===== config.mk =====
export PLATFORM = sky130hd
export DESIGN_NAME = host_irq_cause_status_upper
export DESIGN_NICKNAME = d
export VERILOG_FILES = /design/src/host_irq_cause_status_upper.v /design/src/queue_cause_latch.v
export VERILOG_INCLUDE_DIRS = /design/src /design/src/src
export SDC_FILE = /design/constraint.sdc
export NUM_CORES = 1
export LEC_CHECK = 0
export BUFFER_PORTS_ARGS = -buffer_cell sky130_fd_sc_hd__buf_2
export CORE_MARGIN = 5
export CORE_UTILIZATION = 46
export CTS_CLUSTER_DIAMETER = 30
export CTS_CLUSTER_SIZE = 24
export DETAILED_ROUTE_END_ITERATION = 12
export GPL_ROUTABILITY_DRIVEN = 0
export HOLD_SLACK_MARGIN = 0.1
export PLACE_DENSITY = 0.75
export SYNTH_ARGS = -nofsm -noshare
export SYNTH_HDL_FRONTEND = slang
export SYNTH_SLANG_ARGS = --single-unit

===== constraint.sdc =====
create_clock -name clock_i -period 1.88 [get_ports clock_i]
set_clock_uncertainty 0.05 [all_clocks]
set_input_delay 0.188 -clock clock_i [delete_from_list [all_inputs] [get_ports clock_i]]
set_output_delay 0.188 -clock clock_i [all_outputs]
set_load 0.02 [all_outputs]

===== src/irq_cause_consts.vh =====
/*
 Constants for the host interrupt cause register: offset, field positions,
 cause codes and reset values. Assumes inclusion by bare name.
*/
`ifndef IRQ_CAUSE_CONSTS_VH
`define IRQ_CAUSE_CONSTS_VH
`define HOST_IRQ_CAUSE_ADDR    8'h2d
`define CAUSE_LINE_BIT         0
`define CAUSE_WAKE_LSB         1
`define CAUSE_NWAKE_LSB        3
`define CAUSE_SYNC_BIT         5
`define CAUSE_ASYNC_BIT        6
`define CAUSE_RESTART_BIT      7
`define QCAUSE_NONE            2'h0
`define QCAUSE_IMMEDIATE       2'h1
`define QCAUSE_LATENCY         2'h2
`define QCAUSE_WATERMARK       2'h3
`define CAUSE_RESET_VALUE      8'h80
`define LINE_CFG_RESET         1'b0
`endif


===== src/host_irq_cause_status_upper.v =====
/*
 Host interrupt cause register (upper fields) with host interrupt line.
 Assumes queue and command logic drive event and level inputs on clock_i;
 host register reads arrive as a one-cycle strobe with an address.
*/
// Function
// - Non-wake cause: 2 latency, 3 watermark
// - Bit 5: sync command data in queue
// - Bit 6: async or debug data present
// - Deferred mode moves command responses to bit 6
// - Bit 7 set on fatal-error interrupt
// - Restart flag set at reset, cleared at upload
// - No interrupt line until host configures it
// - Retained config allows interrupt after abnormal reset
// - Clear cause only for channel read
// - Line held until all sources retrieved
// - Non-wake field bits 3-4, 0 none, 1 immediate
`timescale 1ns/1ps
`include "irq_cause_consts.vh"
module host_irq_cause_status_upper (
    input  wire       clock_i,
    input  wire       rstn_i,
    input  wire       rd_strobe_i,
    input  wire [7:0] rd_addr_i,
    input  wire       rd_wake_i,
    input  wire       rd_nwake_i,
    input  wire       rd_status_i,
    input  wire       cfg_wr_i,
    input  wire       cfg_line_en_i,
    input  wire       retained_cfg_i,
    input  wire       abnormal_rst_i,
    input  wire       wake_imm_i,
    input  wire       wake_lat_i,
    input  wire       wake_wm_i,
    input  wire       nwake_imm_i,
    input  wire       nwake_lat_i,
    input  wire       nwake_wm_i,
    input  wire       deferred_mode_i,
    input  wire       cmd_data_i,
    input  wire       async_data_i,
    input  wire       status_empty_i,
    input  wire       fatal_i,
    input  wire       upload_start_i,
    output reg  [7:0] rd_data_o,
    output reg        host_irq_o
);
    localparam NQ       = 2;
    localparam ST_RESET = 2'h0;
    localparam ST_INIT  = 2'h1;
    localparam ST_RUN   = 2'h2;

    // Queue entries: index 0 is the wake-up queue, index 1 the non-wake-up one
    wire [NQ-1:0]   q_imm;
    wire [NQ-1:0]   q_lat;
    wire [NQ-1:0]   q_wm;
    wire [NQ-1:0]   q_read;
    wire [2*NQ-1:0] q_cause;
    wire [1:0]      wake_cause;
    wire [1:0]      nwake_cause;
    reg  [1:0]      init_st_r;
    reg  [1:0]      init_st_nxt;
    wire            init_done;
    reg             sync_r;
    reg             sync_nxt;
    reg             async_r;
    reg             async_nxt;
    reg             restart_r;
    reg             restart_nxt;
    reg             line_en_r;
    reg             line_en_nxt;
    reg             irq_nxt;
    reg  [7:0]      rd_data_nxt;
    wire            rd_hit;
    wire            rearm_ok;
    wire            any_src;
    wire [7:0]      cause_word;
    wire            unused_ok;

    assign q_imm  = {nwake_imm_i, wake_imm_i};
    assign q_lat  = {nwake_lat_i, wake_lat_i};
    assign q_wm   = {nwake_wm_i, wake_wm_i};
    assign q_read = {rd_nwake_i, rd_wake_i};

    // One latch per queue; a read clears only its own queue
    genvar g;
    generate
        for (g = 0; g < NQ; g = g + 1) begin : g_queue
            queue_cause_latch u_latch (
                .clock_i (clock_i),
                .rstn_i  (rstn_i),
                .imm_i   (q_imm[g]),
                .lat_i   (q_lat[g]),
                .wm_i    (q_wm[g]),
                .read_i  (q_read[g]),
                .cause_o (q_cause[2*g+1:2*g])
            );
        end
    endgenerate

    assign wake_cause  = q_cause[1:0];
    assign nwake_cause = q_cause[3:2];

    // Init sequence: first cycle after reset, waiting for upload, running
    always @* begin
        init_st_nxt = init_st_r;
        case (init_st_r)
            ST_RESET:
                init_st_nxt = ST_INIT;
            ST_INIT:
                if (upload_start_i)
                    init_st_nxt = ST_RUN;
            ST_RUN:
                init_st_nxt = ST_RUN;
            default:
                init_st_nxt = ST_RESET;
        endcase
    end

    always @(posedge clock_i or negedge rstn_i) begin
        if (!rstn_i)
            init_st_r <= ST_RESET;
        else
            init_st_r <= init_st_nxt;
    end

    // Upload strobes in the very first cycle are ignored
    assign init_done = (init_st_r != ST_RESET);

    // Set wins over the empty indication in the same cycle
    always @* begin
        sync_nxt  = sync_r;
        async_nxt = async_r;
        if (cmd_data_i && !deferred_mode_i)
            sync_nxt = 1'b1;
        else if (status_empty_i)
            sync_nxt = 1'b0;
        if (async_data_i || (cmd_data_i && deferred_mode_i))
            async_nxt = 1'b1;
        else if (status_empty_i)
            async_nxt = 1'b0;
    end

    always @(posedge clock_i or negedge rstn_i) begin
        if (!rstn_i) begin
            sync_r  <= 1'b0;
            async_r <= 1'b0;
        end else begin
            sync_r  <= sync_nxt;
            async_r <= async_nxt;
        end
    end

    // Fatal event wins over an upload start in the same cycle
    always @* begin
        restart_nxt = restart_r;
        if (fatal_i)
            restart_nxt = 1'b1;
        else if (upload_start_i && init_done)
            restart_nxt = 1'b0;
    end

    always @(posedge clock_i or negedge rstn_i) begin
        if (!rstn_i)
            restart_r <= 1'b1;
        else
            restart_r <= restart_nxt;
    end

    // Retained config re-arms the line only in the first cycle after reset
    assign rearm_ok = abnormal_rst_i && retained_cfg_i;

    always @* begin
        line_en_nxt = line_en_r;
        if (cfg_wr_i)
            line_en_nxt = cfg_line_en_i;
        else if (!init_done && rearm_ok)
            line_en_nxt = 1'b1;
    end

    always @(posedge clock_i or negedge rstn_i) begin
        if (!rstn_i)
            line_en_r <= `LINE_CFG_RESET;
        else
            line_en_r <= line_en_nxt;
    end

    assign any_src = (wake_cause != `QCAUSE_NONE) || (nwake_cause != `QCAUSE_NONE) ||
                     sync_r || async_r || restart_r;

    // Line stays up while any source is pending
    always @* begin
        irq_nxt = 1'b0;
        if (line_en_r && any_src)
            irq_nxt = init_done || !restart_r || rearm_ok;
    end

    always @(posedge clock_i or negedge rstn_i) begin
        if (!rstn_i)
            host_irq_o <= 1'b0;
        else
            host_irq_o <= irq_nxt;
    end

    // Bit 0 mirrors the line as registered one cycle earlier
    assign rd_hit     = rd_strobe_i && (rd_addr_i == `HOST_IRQ_CAUSE_ADDR);
    assign cause_word = {restart_r, async_r, sync_r, nwake_cause, wake_cause, host_irq_o};

    // Read-only register; writes have no path here
    always @* begin
        rd_data_nxt = rd_data_o;
        if (rd_hit)
            rd_data_nxt = cause_word;
        else if (rd_strobe_i)
            rd_data_nxt = 8'h00;
    end

    always @(posedge clock_i or negedge rstn_i) begin
        if (!rstn_i)
            rd_data_o <= 8'h00;
        else
            rd_data_o <= rd_data_nxt;
    end

    // Status flags follow the empty level, so the read pulse is not needed
    assign unused_ok = rd_status_i;

endmodule


===== src/queue_cause_latch.v =====
/*
 Holds one queue's 2-bit interrupt cause code. A new event code higher than the
 held one, or any code in a read cycle, is latched and held until the host reads that queue's channel.
 Assumes all inputs are synchronous to clock_i.
*/
`timescale 1ns/1ps
`include "irq_cause_consts.vh"
module queue_cause_latch (
    input  wire       clock_i,
    input  wire       rstn_i,
    input  wire       imm_i,
    input  wire       lat_i,
    input  wire       wm_i,
    input  wire       read_i,
    output reg  [1:0] cause_o
);
    reg [1:0] code_nxt;
    always @* begin
        code_nxt = `QCAUSE_NONE;
        if (wm_i)
            code_nxt = `QCAUSE_WATERMARK;
        else if (lat_i)
            code_nxt = `QCAUSE_LATENCY;
        else if (imm_i)
            code_nxt = `QCAUSE_IMMEDIATE;
    end
    // A new event in the read cycle survives; highest code kept until read
    always @(posedge clock_i or negedge rstn_i) begin
        if (!rstn_i)
            cause_o <= `QCAUSE_NONE;
        else if (code_nxt != `QCAUSE_NONE && (read_i || code_nxt > cause_o))
            cause_o <= code_nxt;
        else if (read_i)
            cause_o <= `QCAUSE_NONE;
    end
endmodule


==> impl_metrics.py, run 1 <==
metrics = {
    "route": {
        "ant_nets": 0,
        "drc_errors": 0,
        "routedWlPerCell_um": 13.2,
        "met1_length_um": 908,
        "wl_um": 2200,
        "route.met3.wl_um": 179,
        "wl_met2_um": 1060,
        "firstDrtPassIters": 4,
        "viasPerCell": 5.17,
        "highest_layer": "met4",
        "first_iter_violations": 21,
        "vias": 864,
    },
    "timing": {
        "grt_setup_unrepaired": "no",
        "fmax_mhz": 626,
        "min_period_ps": 1600,
        "worst_slew_pin_slew_ps": 497,
        "finalSetupTns_ps": 0,
        "slew_violations": 0,
        "fin_crit_sh": 0.850,
        "setup_viol": 0,
        "maxSlewHeadroom": 0.666,
        "hold_viol": 0,
    },
    "global_routing": {
        "grt_pass1_vias": 921,
        "antenna_found_initial": 0,
        "grt-ovfl-total": 0,
        "grt_pass1_wl_um": 4000,
        "grt_max_degree": 20,
        "grt.total_usage": 0.160,
    },
    "power_and_ir_drop": {
        "finalPower_mw": 1.02,
        "p_per_area_mw_per_mm2": 796,
        "p_leak_nw": 0.686,
        "peakVddDrop_v": 0.000662,
    },
    "critical_path": {
        "crit_chain": "inv_1, ha_1, nor2b_1, a2bb2oi_1, a21oi_1, a2bb2oi_1",
        "cpMaxStageDelayCell": "dfrtp_1",
        "cp_max_fo": 4,
        "path_buf_inv": 1,
        "critical_path_arrival_ps": 1730,
        "path_class": "reg2reg",
        "startpoint_type": "flip-flop",
        "rrSetupSlack_ps": 280,
        "cp_data_required_time_ps": 2010,
        "endpoint_kind": "flip-flop",
        "crit_family": "compound AO/OA/AOI/OAI gates",
        "cpPeakStageDelay_ps": 400,
        "crit_path_frequent_cell": "a2bb2oi_1",
    },
    "placement": {
        "port_buffers": 37,
        "place_hpwl_um": 1650,
        "placed_cells": 155,
    },
    "cts": {
        "cts_buffer_depth": 2,
        "h-tree-depth": 1,
        "cts_tree": "yes",
        "cts_setup_buffers": 0,
        "cts.sinks": 19,
        "tritoncts.num_buffers": 3,
        "post_cts_resized": 0,
        "clk_latency_ps": 300,
        "clk_pin_slew_worst_paths_ps": 110,
        "cts_root_buf": "clkbuf_4",
    },
    "run_status": {
        "status": "completed",
    },
    "synthesis": {
        "synth_warnings": 0,
        "ys_types": 25,
        "syn-num-nets": 127,
        "syn_inst": 91,
        "ys_seq_area_frac": 0.497,
        "synth_area_um2": 958,
        "yosys_register_bits": 19,
        "syn_area_per_cell_um2": 10.5,
    },
    "finish": {
        "drive_above_1_share": 0.336,
        "final_util": 0.648,
        "mostFrequentLayoutCells": "buf_2, dfrtp_1, inv_1",
        "finalNonFillerCells": 167,
        "antenna_cells_inserted": 0,
        "layout_commonest_cell": "buf_2",
        "syn_to_final_growth_pct": 34.1,
        "fin_nets": 177,
    },
    "job": {
        "drv_cap": 0,
    },
    "die": {
        "core_mm2": 0.00198,
        "die_h_um": 55.6,
        "die_w_um": 55.6,
        "rows": 16,
        "initial_core_util": 0.484,
        "die_area_mm2": 0.00310,
        "ios": 39,
    },
    "worst_hold_path": {
        "hp-class": "in2reg",
    },
}
## cells by family (layout without fill, tap and decap cells)
family / after synthesis / in the layout / share of synthesized area
AOI/OAI and AO/OA: 33 / 33 / 0.243
and+or+nand+nor: 23 / 23 / 0.142
DFF: 19 / 19 / 0.497
buffers and inverters: 10 / 59 / 0.0392
adders and majority gates: 6 / 6 / 0.0783
## synthesized netlist by cell type
library cell,number,area share
nand4b_1,1,0.0091
nand2_1,7,0.027
inv_2,1,0.0039
ha_1,6,0.078
nor2b_1,2,0.013
or3b_4,1,0.012
a21o_1,1,0.0078
nand2b_1,2,0.013
nor4_4,1,0.022
or2_2,2,0.013
o22ai_1,1,0.0065
o21ai_0,8,0.042
a2bb2oi_1,4,0.037
o211a_1,2,0.021
a22o_1,8,0.073
nor2_1,4,0.016
a31oi_1,1,0.0065
inv_1,9,0.035
nand3_1,1,0.0052
dfstp_2,1,0.027
dfrtp_1,18,0.47
a21oi_1,6,0.031
nor4_1,1,0.0065
nor3_1,1,0.0052
o22a_1,2,0.018
## routing by layer
metal  track usage  vias to the layer above
met1         0.176                      400
met5             0                        -
met2         0.264                       30
met3        0.0487                        4
li1              -                      430
met4         0.108                        0
## flip-flops by register name, indices dropped and copies added (netlist names)
register / flops
rd_data_o: 8
line_en_r: 1
init_st_r: 2
async_r: 1
sync_r: 1
restart_r: 1
g_queue.u_latch.cause_o: 4
host_irq_o: 1
## worst register-to-register path, cell delays in order (launching register included)
cell       delay [ps]
dfrtp_1           400
inv_1              80
ha_1              300
nor2b_1           130
a2bb2oi_1         290
a21oi_1           110
a2bb2oi_1         130
## area by class of cell
| cell class | count | area [µm²] |
|---|---|---|
| fill | 175 | 697 |
| sequential | 19 | 477 |
| multi-input combinational | 62 | 444 |
| timing repair buffer | 45 | 265 |
| inverter | 10 | 37.5 |
| tap | 27 | 33.8 |
| clock buffer | 3 | 22.5 |
| clock inverter | 1 | 5.00 |
## repair_timing
| item | 4_1_cts | 5_1_grt |
|---|---|---|
| hold endpoints to repair | 23 | 0 |
| endpoints found under the setup margin | 0 | 0 |
| hold buffers | 8 | 0 |
## worst paths after layout
check,startpoint,end,cells past startpoint
worst min register to register,rd_data_o[6],rd_data_o[6],1
worst min-delay path,upload_start_i,restart_r,3
worst max register to register,g_queue[0].u_latch.cause_o[1],g_queue[0].u_latch.cause_o[1],6
min in group asynchronous,rstn_i,async_r,2
max in group asynchronous,rstn_i,restart_r,2
worst max-delay path,g_queue[0].u_latch.cause_o[1],g_queue[0].u_latch.cause_o[1],6
## report_power, final
group          total, mW  switching, mW  leakage (nW)  internal (mW)
logic              0.307          0.157         0.432          0.150
registers          0.514         0.0438         0.237          0.470
clock network      0.202          0.123        0.0177         0.0792
total               1.02          0.324         0.686          0.699
## metrics by stage
stage                     setup slack, ps  instance area (µm²)  hold slack, ps
after floorplan                       329                  958            -158
after global placement                165                 1180            89.6
after detailed placement              119                 1180            91.4
after CTS                             287                 1280             124
after global routing                  155                 1280             135
final                                 282                 1280             134
No activity file was read; power rests on OpenSTA's default activity.
==> inputs of run 2 (changes only) <==
--- a/config.mk
+++ b/config.mk
@@ -6,15 +6,16 @@
 export SDC_FILE = /design/constraint.sdc
 export NUM_CORES = 1
 export LEC_CHECK = 0
+export ABC_AREA = 1
 export BUFFER_PORTS_ARGS = -buffer_cell sky130_fd_sc_hd__buf_2
 export CORE_MARGIN = 5
-export CORE_UTILIZATION = 46
+export CORE_UTILIZATION = 43
 export CTS_CLUSTER_DIAMETER = 30
 export CTS_CLUSTER_SIZE = 24
 export DETAILED_ROUTE_END_ITERATION = 12
 export GPL_ROUTABILITY_DRIVEN = 0
 export HOLD_SLACK_MARGIN = 0.1
-export PLACE_DENSITY = 0.75
+export PLACE_DENSITY = 0.72
 export SYNTH_ARGS = -nofsm -noshare
 export SYNTH_HDL_FRONTEND = slang
 export SYNTH_SLANG_ARGS = --single-unit
==> constraint.sdc (replaced) <==
create_clock -name clock_i -period 1.41 [get_ports clock_i]
set_clock_uncertainty 0.05 [all_clocks]
set_input_delay 0.141 -clock clock_i [delete_from_list [all_inputs] [get_ports clock_i]]
set_output_delay 0.141 -clock clock_i [all_outputs]
set_load 0.02 [all_outputs]
==> run 2 against run 1 <==
First-iteration DRC count up 24%; sequential share of layout area fell by 3.9 points; clock power up 31%; global-route usage fell by 0.43 points; register-to-register slack worse by 240 ps; critical path depth down 1; area after synthesis increased by 6.0%; combinational power up 85%; sequential power increased by 41%; non-clock buffer count is 10 higher; critical endpoint is now sync_r; largest cell class unchanged; highest routed layer unchanged.
==> impl_metrics.py, run 2 <==
metrics = {
    "critical_path": {
        "cp_max_fo": 2,
        "critical_path_arrival_ps": 1510,
        "path_class": "in2reg",
        "endpoint_kind": "flip-flop",
        "r2r_start": "restart_r",
        "startpoint": "cmd_data_i",
        "cp_data_required_time_ps": 1540,
        "startpoint_type": "primary input",
    },
    "cts": {
        "clk_pin_slew_worst_paths_ps": 100,
        "h-tree-depth": 1,
        "cts.sinks": 19,
        "post_cts_resized": 0,
        "cts_buffer_depth": 2,
        "cts_tree": "yes",
        "cts_root_buf": "clkbuf_4",
        "clk_latency_ps": 280,
        "tritoncts.num_buffers": 3,
    },
    "synthesis": {
        "syn_inst": 130,
        "yosys.area.top_type": "dfrtp_1",
        "synthFlopType": "dfrtp_1",
        "async_flop_share": 1.00,
        "ys_seq_area_frac": 0.469,
        "synth_warnings": 0,
        "synthTopCellsByArea": "dfrtp_1, nand2_1, inv_1",
        "ys_types": 15,
        "synth.most_common_cell": "nand2_1",
        "synth_area_mm2": 0.00102,
        "netlist.area_leader.share": 0.443,
        "syn_area_per_cell_um2": 7.82,
        "synth-edff-count": 0,
        "yosys_register_bits": 19,
        "syn-num-nets": 166,
        "yosys-top-cells-count": "nand2_1, inv_1, dfrtp_1, nand3_1, nand4_1",
    },
    "timing": {
        "hold_slack_ps": 119,
        "maxSlewHeadroom": 0.720,
        "finalSetupTns_ps": 0,
        "grt_setup_unrepaired": "no",
        "fin_crit_sh": 0.982,
        "slew_violations": 0,
        "fmax_mhz": 722,
        "setup_viol": 0,
        "worst_slew_pin_slew_ps": 421,
        "min_period_ps": 1380,
        "hold_viol": 0,
    },
    "run_status": {
        "status": "completed",
    },
    "route": {
        "drc_errors": 0,
        "wl_um": 2460,
        "ant_nets": 0,
        "viasPerCell": 4.79,
        "first_iter_violations": 26,
        "firstDrtPassIters": 5,
        "vias": 1040,
        "routedWlPerCell_um": 11.3,
    },
    "finish": {
        "regMostFlops": "rd_data_o",
        "mostFrequentLayoutCells": "nand2_1, buf_2, inv_1, dfrtp_1, dlygate4sd3_1",
        "syn_to_final_growth_pct": 41.5,
        "layout_commonest_cell": "nand2_1",
        "fin_nets": 226,
        "largest_registers": "rd_data_o: 8 flops, g_queue.u_latch.cause_o: 4 flops, init_st_r: 2 flops",
        "final_area_mm2": 0.00144,
        "drive_above_1_share": 0.249,
        "antenna_cells_inserted": 0,
        "largest_reg_flops": 8,
    },
    "global_routing": {
        "grt-ovfl-total": 0,
        "grt_pass1_vias": 1025,
        "grt.total_usage": 0.156,
        "antenna_found_initial": 0,
        "grt_max_degree": 20,
        "grt_pass1_wl_um": 4170,
    },
    "die": {
        "die_h_um": 58.6,
        "rows": 17,
        "core_mm2": 0.00223,
        "initial_core_util": 0.455,
        "die_area_mm2": 0.00343,
        "die_w_um": 58.6,
        "ios": 39,
    },
    "worst_hold_path": {
        "hp-class": "in2reg",
        "hold_start": "rd_addr_i[4]",
    },
    "power_and_ir_drop": {
        "p_leak_nw": 0.854,
        "peakVddDrop_v": 0.000835,
        "p_per_area_mw_per_mm2": 1080,
    },
    "job": {
        "drv_cap": 0,
    },
    "placement": {
        "placed_area_mm2": 0.00124,
        "port_buffers": 37,
        "place_hpwl_um": 1780,
    },
}
==> run 2: cell type report <==
type	instances	area, µm²
Clock buffer	4	26.3
Fill cell	204	796
Inverter	25	93.8
Multi-Input combinational cell	86	445
Sequential cell	19	477
Tap cell	28	35.0
Timing Repair Buffer	55	360
==> run 2: worst max-delay path: stages <==
cell,delay [ps]
dlygate4sd3_1,560
buf_2,140
inv_1,50
o22ai_1,60
dlygate4sd3_1,560
==> run 2: metal layers <==
metal,routed length (µm),GRT usage,up-vias
met3,174,0.0219,6
met4,79,0.0841,0
met2,1220,0.289,36
met5,0,0,-
met1,982,0.169,466
li1,-,-,532
==> run 2: kinds of logic (layout without fill, tap and decap cells) <==
group                    after synthesis  count (layout)  share of synthesized area
buffers and inverters                 25              84                     0.0924
AO/OA/AOI/OAI                         11              11                     0.0579
flip-flops                            19              19                      0.469
AND/OR/NAND/NOR                       69              69                      0.307
adder cells (fa/ha/maj)                6               6                     0.0739
==> run 2: stage by stage <==
step	utilization	std cells	power [mW]	worst slack, ps
3_3_place_gp	0.554	195	1.20	164
4_1_cts	0.637	215	1.55	69.7
5_1_grt	0.644	217	1.69	3.16
2_1_floorplan	-	130	1.07	252
3_5_place_dp	0.554	195	1.24	104
6_report	0.644	217	1.56	25.3
==> run 2: timing repair <==
action                                  in CTS  in global routing
hold buffers                                16                  0
buffers inserted                             0                  2
endpoints found under the setup margin       0                  1
endpoints found under the hold margin       31                  0
==> run 2: final timing paths <==
check | endpoint | slack [ps] | cells after the start
setup / recovery | sync_r | 30 | 5
hold / removal | rd_data_o[2] | 120 | 4
setup reg to reg | restart_r | 40 | 3
hold reg to reg | rd_data_o[7] | 430 | 2
max in group asynchronous | restart_r | 720 | 2
min in group asynchronous | rd_data_o[7] | 260 | 2
==> run 2: power breakdown <==
group / leakage (nW) / total, mW / internal, mW / switching [mW]
clock: 0.0150 / 0.264 / 0.110 / 0.154
combinational: 0.603 / 0.568 / 0.254 / 0.314
sequential: 0.236 / 0.727 / 0.648 / 0.0787
